`src/verilog/ccp_defines.vh`:
```
// constants for the counter array capture/compare/pwm module
`ifndef CCP_DEFINES_VH
`define CCP_DEFINES_VH
// ==========================================
// mode register field positions
`define CCP_MODE_FORCE_LEVEL  7
`define CCP_MODE_CMP_EN       6
`define CCP_MODE_RISE_CAP     5
`define CCP_MODE_FALL_CAP     4
`define CCP_MODE_MATCH_FLAG   3
`define CCP_MODE_TOGGLE       2
`define CCP_MODE_PWM          1
`define CCP_MODE_IRQ_EN       0
// ==========================================
// reset values
`define CCP_MODE_RESET        8'h00
`define CCP_VALUE_RESET       8'h00
`define CCP_PIN_RESET         1'h0
// ==========================================
// active mode codes
`define CCP_ST_NOP            3'h0
`define CCP_ST_CAPTURE        3'h1
`define CCP_ST_COMPARE        3'h2
`define CCP_ST_PWM8           3'h3
`define CCP_ST_PWM16          3'h4
`define CCP_ST_WINDOWED_PWM           3'h5
`endif

```
`src/verilog/ccp_module.v`:
```
// one capture/compare/pwm module of the counter array
`timescale 1ns/1ps
`include "ccp_defines.vh"

module ccp_module (
   input  wire        clk,
   input  wire        resetn,
   input  wire [7:0]  count_high,
   input  wire [7:0]  count_low,
   input  wire        count_step,
   input  wire        count_overflow,
   input  wire        mode_wr,
   input  wire [7:0]  mode_wdata,
   input  wire        value_low_wr,
   input  wire        value_high_wr,
   input  wire [7:0]  value_wdata,
   input  wire        flag_clear,
   input  wire        module_io_pin_in,
   output reg  [7:0]  module_mode_reg,
   output reg  [7:0]  module_value_high,
   output reg  [7:0]  module_value_low,
   output reg         module_event_flag,
   output wire        module_irq,
   output reg         module_io_pin_out,
   output wire        module_io_pin_oe_n,
   output reg  [2:0]  active_mode
);

   // ==========================================
   // mode decode
   wire        force_level_sel   = module_mode_reg[`CCP_MODE_FORCE_LEVEL];
   wire        comparator_enable = module_mode_reg[`CCP_MODE_CMP_EN];
   wire        rise_capture_en   = module_mode_reg[`CCP_MODE_RISE_CAP];
   wire        fall_capture_en   = module_mode_reg[`CCP_MODE_FALL_CAP];
   wire        match_flag_enable = module_mode_reg[`CCP_MODE_MATCH_FLAG];
   wire        toggle_sel        = module_mode_reg[`CCP_MODE_TOGGLE];
   wire        pwm_sel           = module_mode_reg[`CCP_MODE_PWM];
   wire        module_irq_enable = module_mode_reg[`CCP_MODE_IRQ_EN];

   always @* begin
      if (comparator_enable && pwm_sel && rise_capture_en && fall_capture_en)
         active_mode = `CCP_ST_WINDOWED_PWM;
      else if (comparator_enable && pwm_sel && rise_capture_en)
         active_mode = `CCP_ST_PWM16;
      else if (comparator_enable && pwm_sel && !rise_capture_en && !fall_capture_en)
         active_mode = `CCP_ST_PWM8;
      else if (rise_capture_en || fall_capture_en)
         active_mode = `CCP_ST_CAPTURE;
      else if (comparator_enable)
         active_mode = `CCP_ST_COMPARE;
      else
         active_mode = `CCP_ST_NOP;
   end

   // ==========================================
   // pin synchroniser and edge detect
   wire        rise_edge;
   wire        fall_edge;

   ccp_pin_edge u_pin_edge (
      .clk    (clk),
      .resetn (resetn),
      .din    (module_io_pin_in),
      .rise   (rise_edge),
      .fall   (fall_edge)
   );

   // a capture takes the count standing at the edge
   wire capture_hit = (active_mode == `CCP_ST_CAPTURE) &&
                      ((rise_capture_en && rise_edge) || (fall_capture_en && fall_edge));

   // ==========================================
   // comparators against the active (buffered) values
   reg  [7:0]  act_high;
   reg  [7:0]  act_low;
   wire [15:0] count16 = {count_high, count_low};
   wire [15:0] act16   = {act_high, act_low};
   wire        eq16;
   wire        gt16;
   wire        eq_low;
   wire        gt_low;
   wire        eq_high;
   wire        gt_high;
   // ff with a step is the low byte roll-over
   wire        low_wrap = count_step && (count_low == 8'hff);

   ccp_cmp #(.WIDTH(16)) u_cmp16 (
      .step  (count_step),
      .count (count16),
      .limit (act16),
      .eq    (eq16),
      .gt    (gt16)
   );

   ccp_cmp #(.WIDTH(8)) u_cmp_low (
      .step  (count_step),
      .count (count_low),
      .limit (act_low),
      .eq    (eq_low),
      .gt    (gt_low)
   );

   ccp_cmp #(.WIDTH(8)) u_cmp_high (
      .step  (count_step),
      .count (count_low),
      .limit (act_high),
      .eq    (eq_high),
      .gt    (gt_high)
   );

   // ==========================================
   // buffered value load
   always @(posedge clk or negedge resetn) begin
      if (!resetn) begin
         act_high <= `CCP_VALUE_RESET;
         act_low  <= `CCP_VALUE_RESET;
      end else begin
         case (active_mode)
            `CCP_ST_COMPARE, `CCP_ST_PWM16: begin
               if (count_overflow) begin
                  act_high <= module_value_high;
                  act_low  <= module_value_low;
               end
            end
            `CCP_ST_PWM8, `CCP_ST_WINDOWED_PWM: begin
               if (low_wrap) begin
                  act_high <= module_value_high;
                  act_low  <= module_value_low;
               end
            end
            default: begin
               // idle modes track software so a mode change starts clean
               act_high <= module_value_high;
               act_low  <= module_value_low;
            end
         endcase
      end
   end

   // ==========================================
   // mode register
   wire        mode_all_zero = (module_mode_reg == 8'h00);
   reg  [7:0]  next_mode;
   always @* begin
      next_mode = module_mode_reg;
      // a software mode write beats the hardware enable change
      if (mode_wr)
         next_mode = mode_wdata;
      else if (value_low_wr && comparator_enable)
         next_mode[`CCP_MODE_CMP_EN] = 1'h0;
      else if (value_high_wr && !mode_all_zero)
         next_mode[`CCP_MODE_CMP_EN] = 1'h1;
   end

   always @(posedge clk or negedge resetn) begin
      if (!resetn)
         module_mode_reg <= `CCP_MODE_RESET;
      else
         module_mode_reg <= next_mode;
   end

   // ==========================================
   // value registers, a capture wins over a software write
   reg  [7:0]  next_value_high;
   reg  [7:0]  next_value_low;
   always @* begin
      next_value_high = module_value_high;
      next_value_low  = module_value_low;
      if (capture_hit) begin
         next_value_high = count_high;
         next_value_low  = count_low;
      end else begin
         if (value_high_wr)
            next_value_high = value_wdata;
         if (value_low_wr)
            next_value_low = value_wdata;
      end
   end

   always @(posedge clk or negedge resetn) begin
      if (!resetn) begin
         module_value_high <= `CCP_VALUE_RESET;
         module_value_low  <= `CCP_VALUE_RESET;
      end else begin
         module_value_high <= next_value_high;
         module_value_low  <= next_value_low;
      end
   end

   // ==========================================
   // event detection
   wire cmp_event   = eq16 && match_flag_enable && module_irq_enable;
   wire pwm8_event  = eq_low && module_irq_enable;
   wire pwm16_event = eq16 && module_irq_enable;
   // high bound reports only with the match enable
   wire windowed_pwm_event  = module_irq_enable &&
                      (eq_low || (match_flag_enable && eq_high));

   reg event_hit;
   always @* begin
      case (active_mode)
         `CCP_ST_CAPTURE: event_hit = capture_hit;
         `CCP_ST_COMPARE: event_hit = cmp_event;
         `CCP_ST_PWM8:    event_hit = pwm8_event;
         `CCP_ST_PWM16:   event_hit = pwm16_event;
         `CCP_ST_WINDOWED_PWM:    event_hit = windowed_pwm_event;
         default:         event_hit = 1'h0;
      endcase
   end

   // ==========================================
   // event flag and interrupt
   // set wins over a clear in the same cycle
   always @(posedge clk or negedge resetn) begin
      if (!resetn)
         module_event_flag <= 1'h0;
      else if (event_hit)
         module_event_flag <= 1'h1;
      else if (flag_clear)
         module_event_flag <= 1'h0;
   end
   assign module_irq = module_event_flag && module_irq_enable;

   // ==========================================
   // pin action at a compare match, free of the match flag enable
   reg match_pin;
   always @* begin
      case ({force_level_sel, toggle_sel})
         2'h1:    match_pin = !module_io_pin_out;
         2'h2:    match_pin = 1'h0;
         2'h3:    match_pin = 1'h1;
         default: match_pin = module_io_pin_out;
      endcase
   end

   // ==========================================
   // pin output
   reg next_pin;
   reg in_window;
   always @* begin
      next_pin  = module_io_pin_out;
      in_window = gt_low && !gt_high;
      case (active_mode)
         `CCP_ST_COMPARE: next_pin = eq16 ? match_pin : module_io_pin_out;
         `CCP_ST_PWM8:    next_pin = toggle_sel || gt_low;
         `CCP_ST_PWM16:   next_pin = toggle_sel || gt16;
         `CCP_ST_WINDOWED_PWM:    next_pin = toggle_sel ^ in_window;
         default:         next_pin = module_io_pin_out;
      endcase
   end

   always @(posedge clk or negedge resetn) begin
      if (!resetn)
         module_io_pin_out <= `CCP_PIN_RESET;
      else
         module_io_pin_out <= next_pin;
   end

   // ==========================================
   // pin direction
   // capture samples the pin, no-op releases it, every other active mode drives it
   assign module_io_pin_oe_n = (active_mode == `CCP_ST_CAPTURE) ||
                               (active_mode == `CCP_ST_NOP);

endmodule

// ==========================================
// byte or word comparator, one per compared pair
module ccp_cmp #(
   parameter WIDTH = 8
) (
   input  wire             step,
   input  wire [WIDTH-1:0] count,
   input  wire [WIDTH-1:0] limit,
   output wire             eq,
   output wire             gt
);

   // equality only with the step so a held count matches once
   assign eq = step && (count == limit);
   // ordering is level based, the pwm outputs follow the count
   assign gt = (count > limit);

endmodule

// ==========================================
// pin synchroniser with edge detect on the second stage
module ccp_pin_edge (
   input  wire clk,
   input  wire resetn,
   input  wire din,
   output wire rise,
   output wire fall
);

   // first stage read only by the second stage
   reg meta;
   reg sync;
   reg prev;

   always @(posedge clk or negedge resetn) begin
      if (!resetn) begin
         meta <= 1'h0;
         sync <= 1'h0;
         prev <= 1'h0;
      end else begin
         meta <= din;
         sync <= meta;
         prev <= sync;
      end
   end

   // idle low after reset, so a low pin gives no false edge
   assign rise = sync && !prev;
   assign fall = !sync && prev;

endmodule

```
`config.mk`:
```
export PLATFORM = sky130hd
export DESIGN_NAME = ccp_module
export DESIGN_NICKNAME = d
export VERILOG_FILES = /design/src/verilog/ccp_module.v
export VERILOG_INCLUDE_DIRS = /design/src /design/src/verilog
export SDC_FILE = /design/constraint.sdc
export NUM_CORES = 1
export LEC_CHECK = 0
export ABC_CLOCK_PERIOD_IN_PS = 3100
export BUFFER_PORTS_ARGS = -buffer_cell sky130_fd_sc_hd__buf_2
export CAP_MARGIN = 0
export CORE_MARGIN = 3
export CORE_UTILIZATION = 46
export CTS_BUF_LIST = sky130_fd_sc_hd__clkbuf_16
export DETAILED_ROUTE_END_ITERATION = 7
export PLACE_DENSITY = 0.77
export SLEW_MARGIN = 20
export SYNTH_ARGS = -nofsm -noshare
export SYNTH_HDL_FRONTEND = slang
export SYNTH_SLANG_ARGS = --single-unit
```
`constraint.sdc`:
```
create_clock -name clk -period 3.1 [get_ports clk]
set_input_delay 0.93 -clock clk [delete_from_list [all_inputs] [get_ports clk]]
set_output_delay 0.93 -clock clk [all_outputs]
set_load 0.02 [all_outputs]
```
==> impl_metrics.csv <==
group,metric,value,unit
timing,tightest_slew,0.668,ns
worst_setup_path,cp_top_family,"compound AO/OA/AOI/OAI gates",
floorplanning,dieHeight,82.0,um
timing,setup_viol,0,
timing,period_share,86.1,%
placement,hpwl,4900,um
timing,whs,0.350,ns
min_path,hold_start,"u_pin_edge.meta",
clock_tree,clock-root-buffer,"clkbuf_16",
yosys,yosys_warnings,0,
pwr,finalPower,1.83,mW
worst_setup_path,r2r_start,"act_low[7]",
timing,post-route-min-period,2.67,ns
cells_and_area,synthToLayoutAreaGrowth,21.1,%
min_path,min_to,"u_pin_edge.sync",
min_path,hold_path.class,"flip-flop to flip-flop",
timing,final_hold_viol_count,0,
detailed_routing,vias,2210,
worst_setup_path,slowest_stage,"a2111oi_1",
yosys,yosysTopAreaCellShare,42.4,%
worst_setup_path,worstSetupEndpointType,"flip-flop",
floorplanning,io_pins,72,
yosys,synth_edf_count,0,
yosys,netlist_instances,258,
clock_tree,numCtsBuffers,5,
yosys,syn_nets,323,
floorplanning,die_w,82.0,um
timing,relSlewSlack,55.4,%
timing,rsz0062_at_grt,"false",
clock_tree,hold_buffers,0,
clock_tree,clk_pin_slew,0.06,ns
yosys,yosys.area.top_type,"dfrtp_1",
grt,grt_pass1_wl,10300,um
clock_tree,clkLatencyLatePin,0.28,ns
worst_setup_path,rrSetupSlack,0.82,ns
worst_setup_path,crit_arrival,2.85,ns
worst_setup_path,timing.rr.end,"module_io_pin_out",
yosys,ys_seq_area_share,42.4,%
cells_and_area,fin_nets,393,
cells_and_area,drive_gt1_share,28.9,%
yosys,synth_commonest_cells,"dfrtp_1, ha_1, nand2_1, o21ai_0, inv_1",
worst_setup_path,start_kind,"primary input",
clock_tree,htreeDepth,2,
clock_tree,cts_resized,0,
placement,numPortBuffers,71,
flow_run,drv_cap,0,
placement,place_area,3080,um^2
floorplanning,core_area,5540,um^2
worst_setup_path,worstSetupPathType,"primary input to flip-flop",
clock_tree,cts_sinks,45,
clock_tree,post_cts_buffers,0,
timing,slew_viol_final,0,
clock_tree,cts.path.max_buffers,2,
yosys,synth-main-ff-cell,"dfrtp_1",
outcome,status,"complete, no violations",
detailed_routing,first_pass_iters,4,
worst_setup_path,path_max_fanout,4,
grt,grt_util_all_layers,19.8,%
grt,antenna_found_initial,0,
worst_setup_path,crit_required,3.28,ns
detailed_routing,route.detailed.drc,0,
timing,clock.fmax,374,MHz
yosys,synthesis.area,2660,um^2
detailed_routing,routed_wl,6240,um
detailed_routing,viasPerCell,5.51,
yosys,ys_seq_elements,45,
worst_setup_path,crit_chain,"buf_2 -> ha_1 -> nor2b_1 -> o211ai_2 -> a21oi_1 -> a2111oi_1 -> nor3_1 -> xnor2_1 -> a311oi_1",
cells_and_area,design_area,3220,um^2
yosys,avgSynthCellArea,10.3,um^2
placement,place_congestion,0.897,
timing,setup-tns-final,0,ns
worst_setup_path,reg2reg_depth,8,
timing,fin_worst_skew,0.00413,ns
yosys,async_flop_share,100,%
pwr,p_leak,1.55,nW
floorplanning,rows,27,
grt,overflow,0,
grt,grt_max_degree,46,
clock_tree,cts_tree,"yes",
detailed_routing,drtAntennaViolNets,0,
yosys,synthTopCellsByArea,"dfrtp_1, ha_1, mux2i_1, mux2_1, mux2_2",
yosys,ys_types,40,
detailed_routing,drtIter0Drc,69,
floorplanning,start_util,47.9,%
cells_and_area,fillers,491,
cells_and_area,antenna_cells,0,
detailed_routing,wl_per_cell,15.6,um
worst_setup_path,critPathMaxStageDelay,0.56,ns
min_path,holdPathStages,0,
yosys,synth_most_common_cell,"dfrtp_1",
floorplanning,dieArea,6720,um^2
pwr,ir_drop,0.337,mV
pwr,p_per_area,568,nW/um^2
worst_setup_path,path_buf_inv,1,
grt,grt_pass1_vias,2182,
==> stage by stage <==
step           cells  utilization, %  worst slack, ns
6_report         401            58.0            0.430
5_1_grt          401            58.0            0.259
4_1_cts          401            58.0            0.436
3_5_place_dp     393            55.6            0.153
3_3_place_gp     393            55.6            0.262
2_1_floorplan    258               -            0.502
==> where the power goes <==
group / internal (mW) / switching (mW) / total (mW)
registers: 0.688 / 0.0797 / 0.768
logic: 0.237 / 0.322 / 0.559
clock network: 0.291 / 0.207 / 0.499
==> routing by layer <==
| metal | share of wire (%) | routed length [um] | vias up | global-route usage, % |
|---|---|---|---|---|
| met3 | 5.8 | 360 | 12 | 3.62 |
| met5 | 0 | 0 | - | 0 |
| met2 | 47 | 2930 | 73 | 32.6 |
| met1 | 45 | 2820 | 1058 | 26.0 |
| li1 | - | - | 1067 | - |
| met4 | 2.2 | 138 | 0 | 6.98 |
==> area by class of cell <==
type | instances | area [um^2] | area share (%)
clock inverters | 3 | 12.5 | 0.389
multi-input cells | 184 | 1420 | 44.0
well taps | 72 | 90.1 | 2.80
repair buffers | 74 | 378 | 11.8
clock buffers | 5 | 125 | 3.89
flip-flops and latches | 45 | 1130 | 35.0
inverters | 18 | 67.6 | 2.10
==> layout by cell type (no fill, tap or decap), types with 2 or more instances in the layout <==
master     instances
nor4_1             2
nand2_1           24
nor2_1             8
nor3_1             2
o211ai_1           3
ha_1              24
inv_1             18
a21o_1             5
mux2_2            10
and2_1             2
nand4_1            7
buf_2             71
dfrtp_1           45
mux2_1            14
buf_4              3
o21ai_0           22
nor2b_1            6
a21oi_1           13
mux2i_1           17
clkinv_1           2
o21bai_1           2
clkbuf_16          5
nand3_1            5
==> kinds of logic (layout without fill, tap and decap cells) <==
group                      Yosys count  after routing  share of synthesized area (%)
adders and majority gates           24             24                           11.3
muxes                               41             41                           16.6
AOI/OAI and AO/OA                   56             56                           13.1
xor gates and xnor gates             1              1                          0.330
and+or+nand+nor                     62             62                           11.7
DFF                                 45             45                           42.4
buffers and inverters               29            100                           4.52
==> how the worst max path moves through the flow <==
stage            startpoint                end  slack [ns]  cells past startpoint
3_3_place_gp   count_low[1]  module_io_pin_out        0.26                      9
3_5_place_dp   count_low[1]  module_io_pin_out        0.15                      9
5_1_grt        count_low[1]  module_io_pin_out        0.26                      9
6_report       count_low[1]  module_io_pin_out        0.43                      9
4_1_cts        count_low[1]  module_io_pin_out        0.44                      9
2_1_floorplan  count_low[1]  module_io_pin_out        0.50                      8
Power figures use the tool's default switching activity.
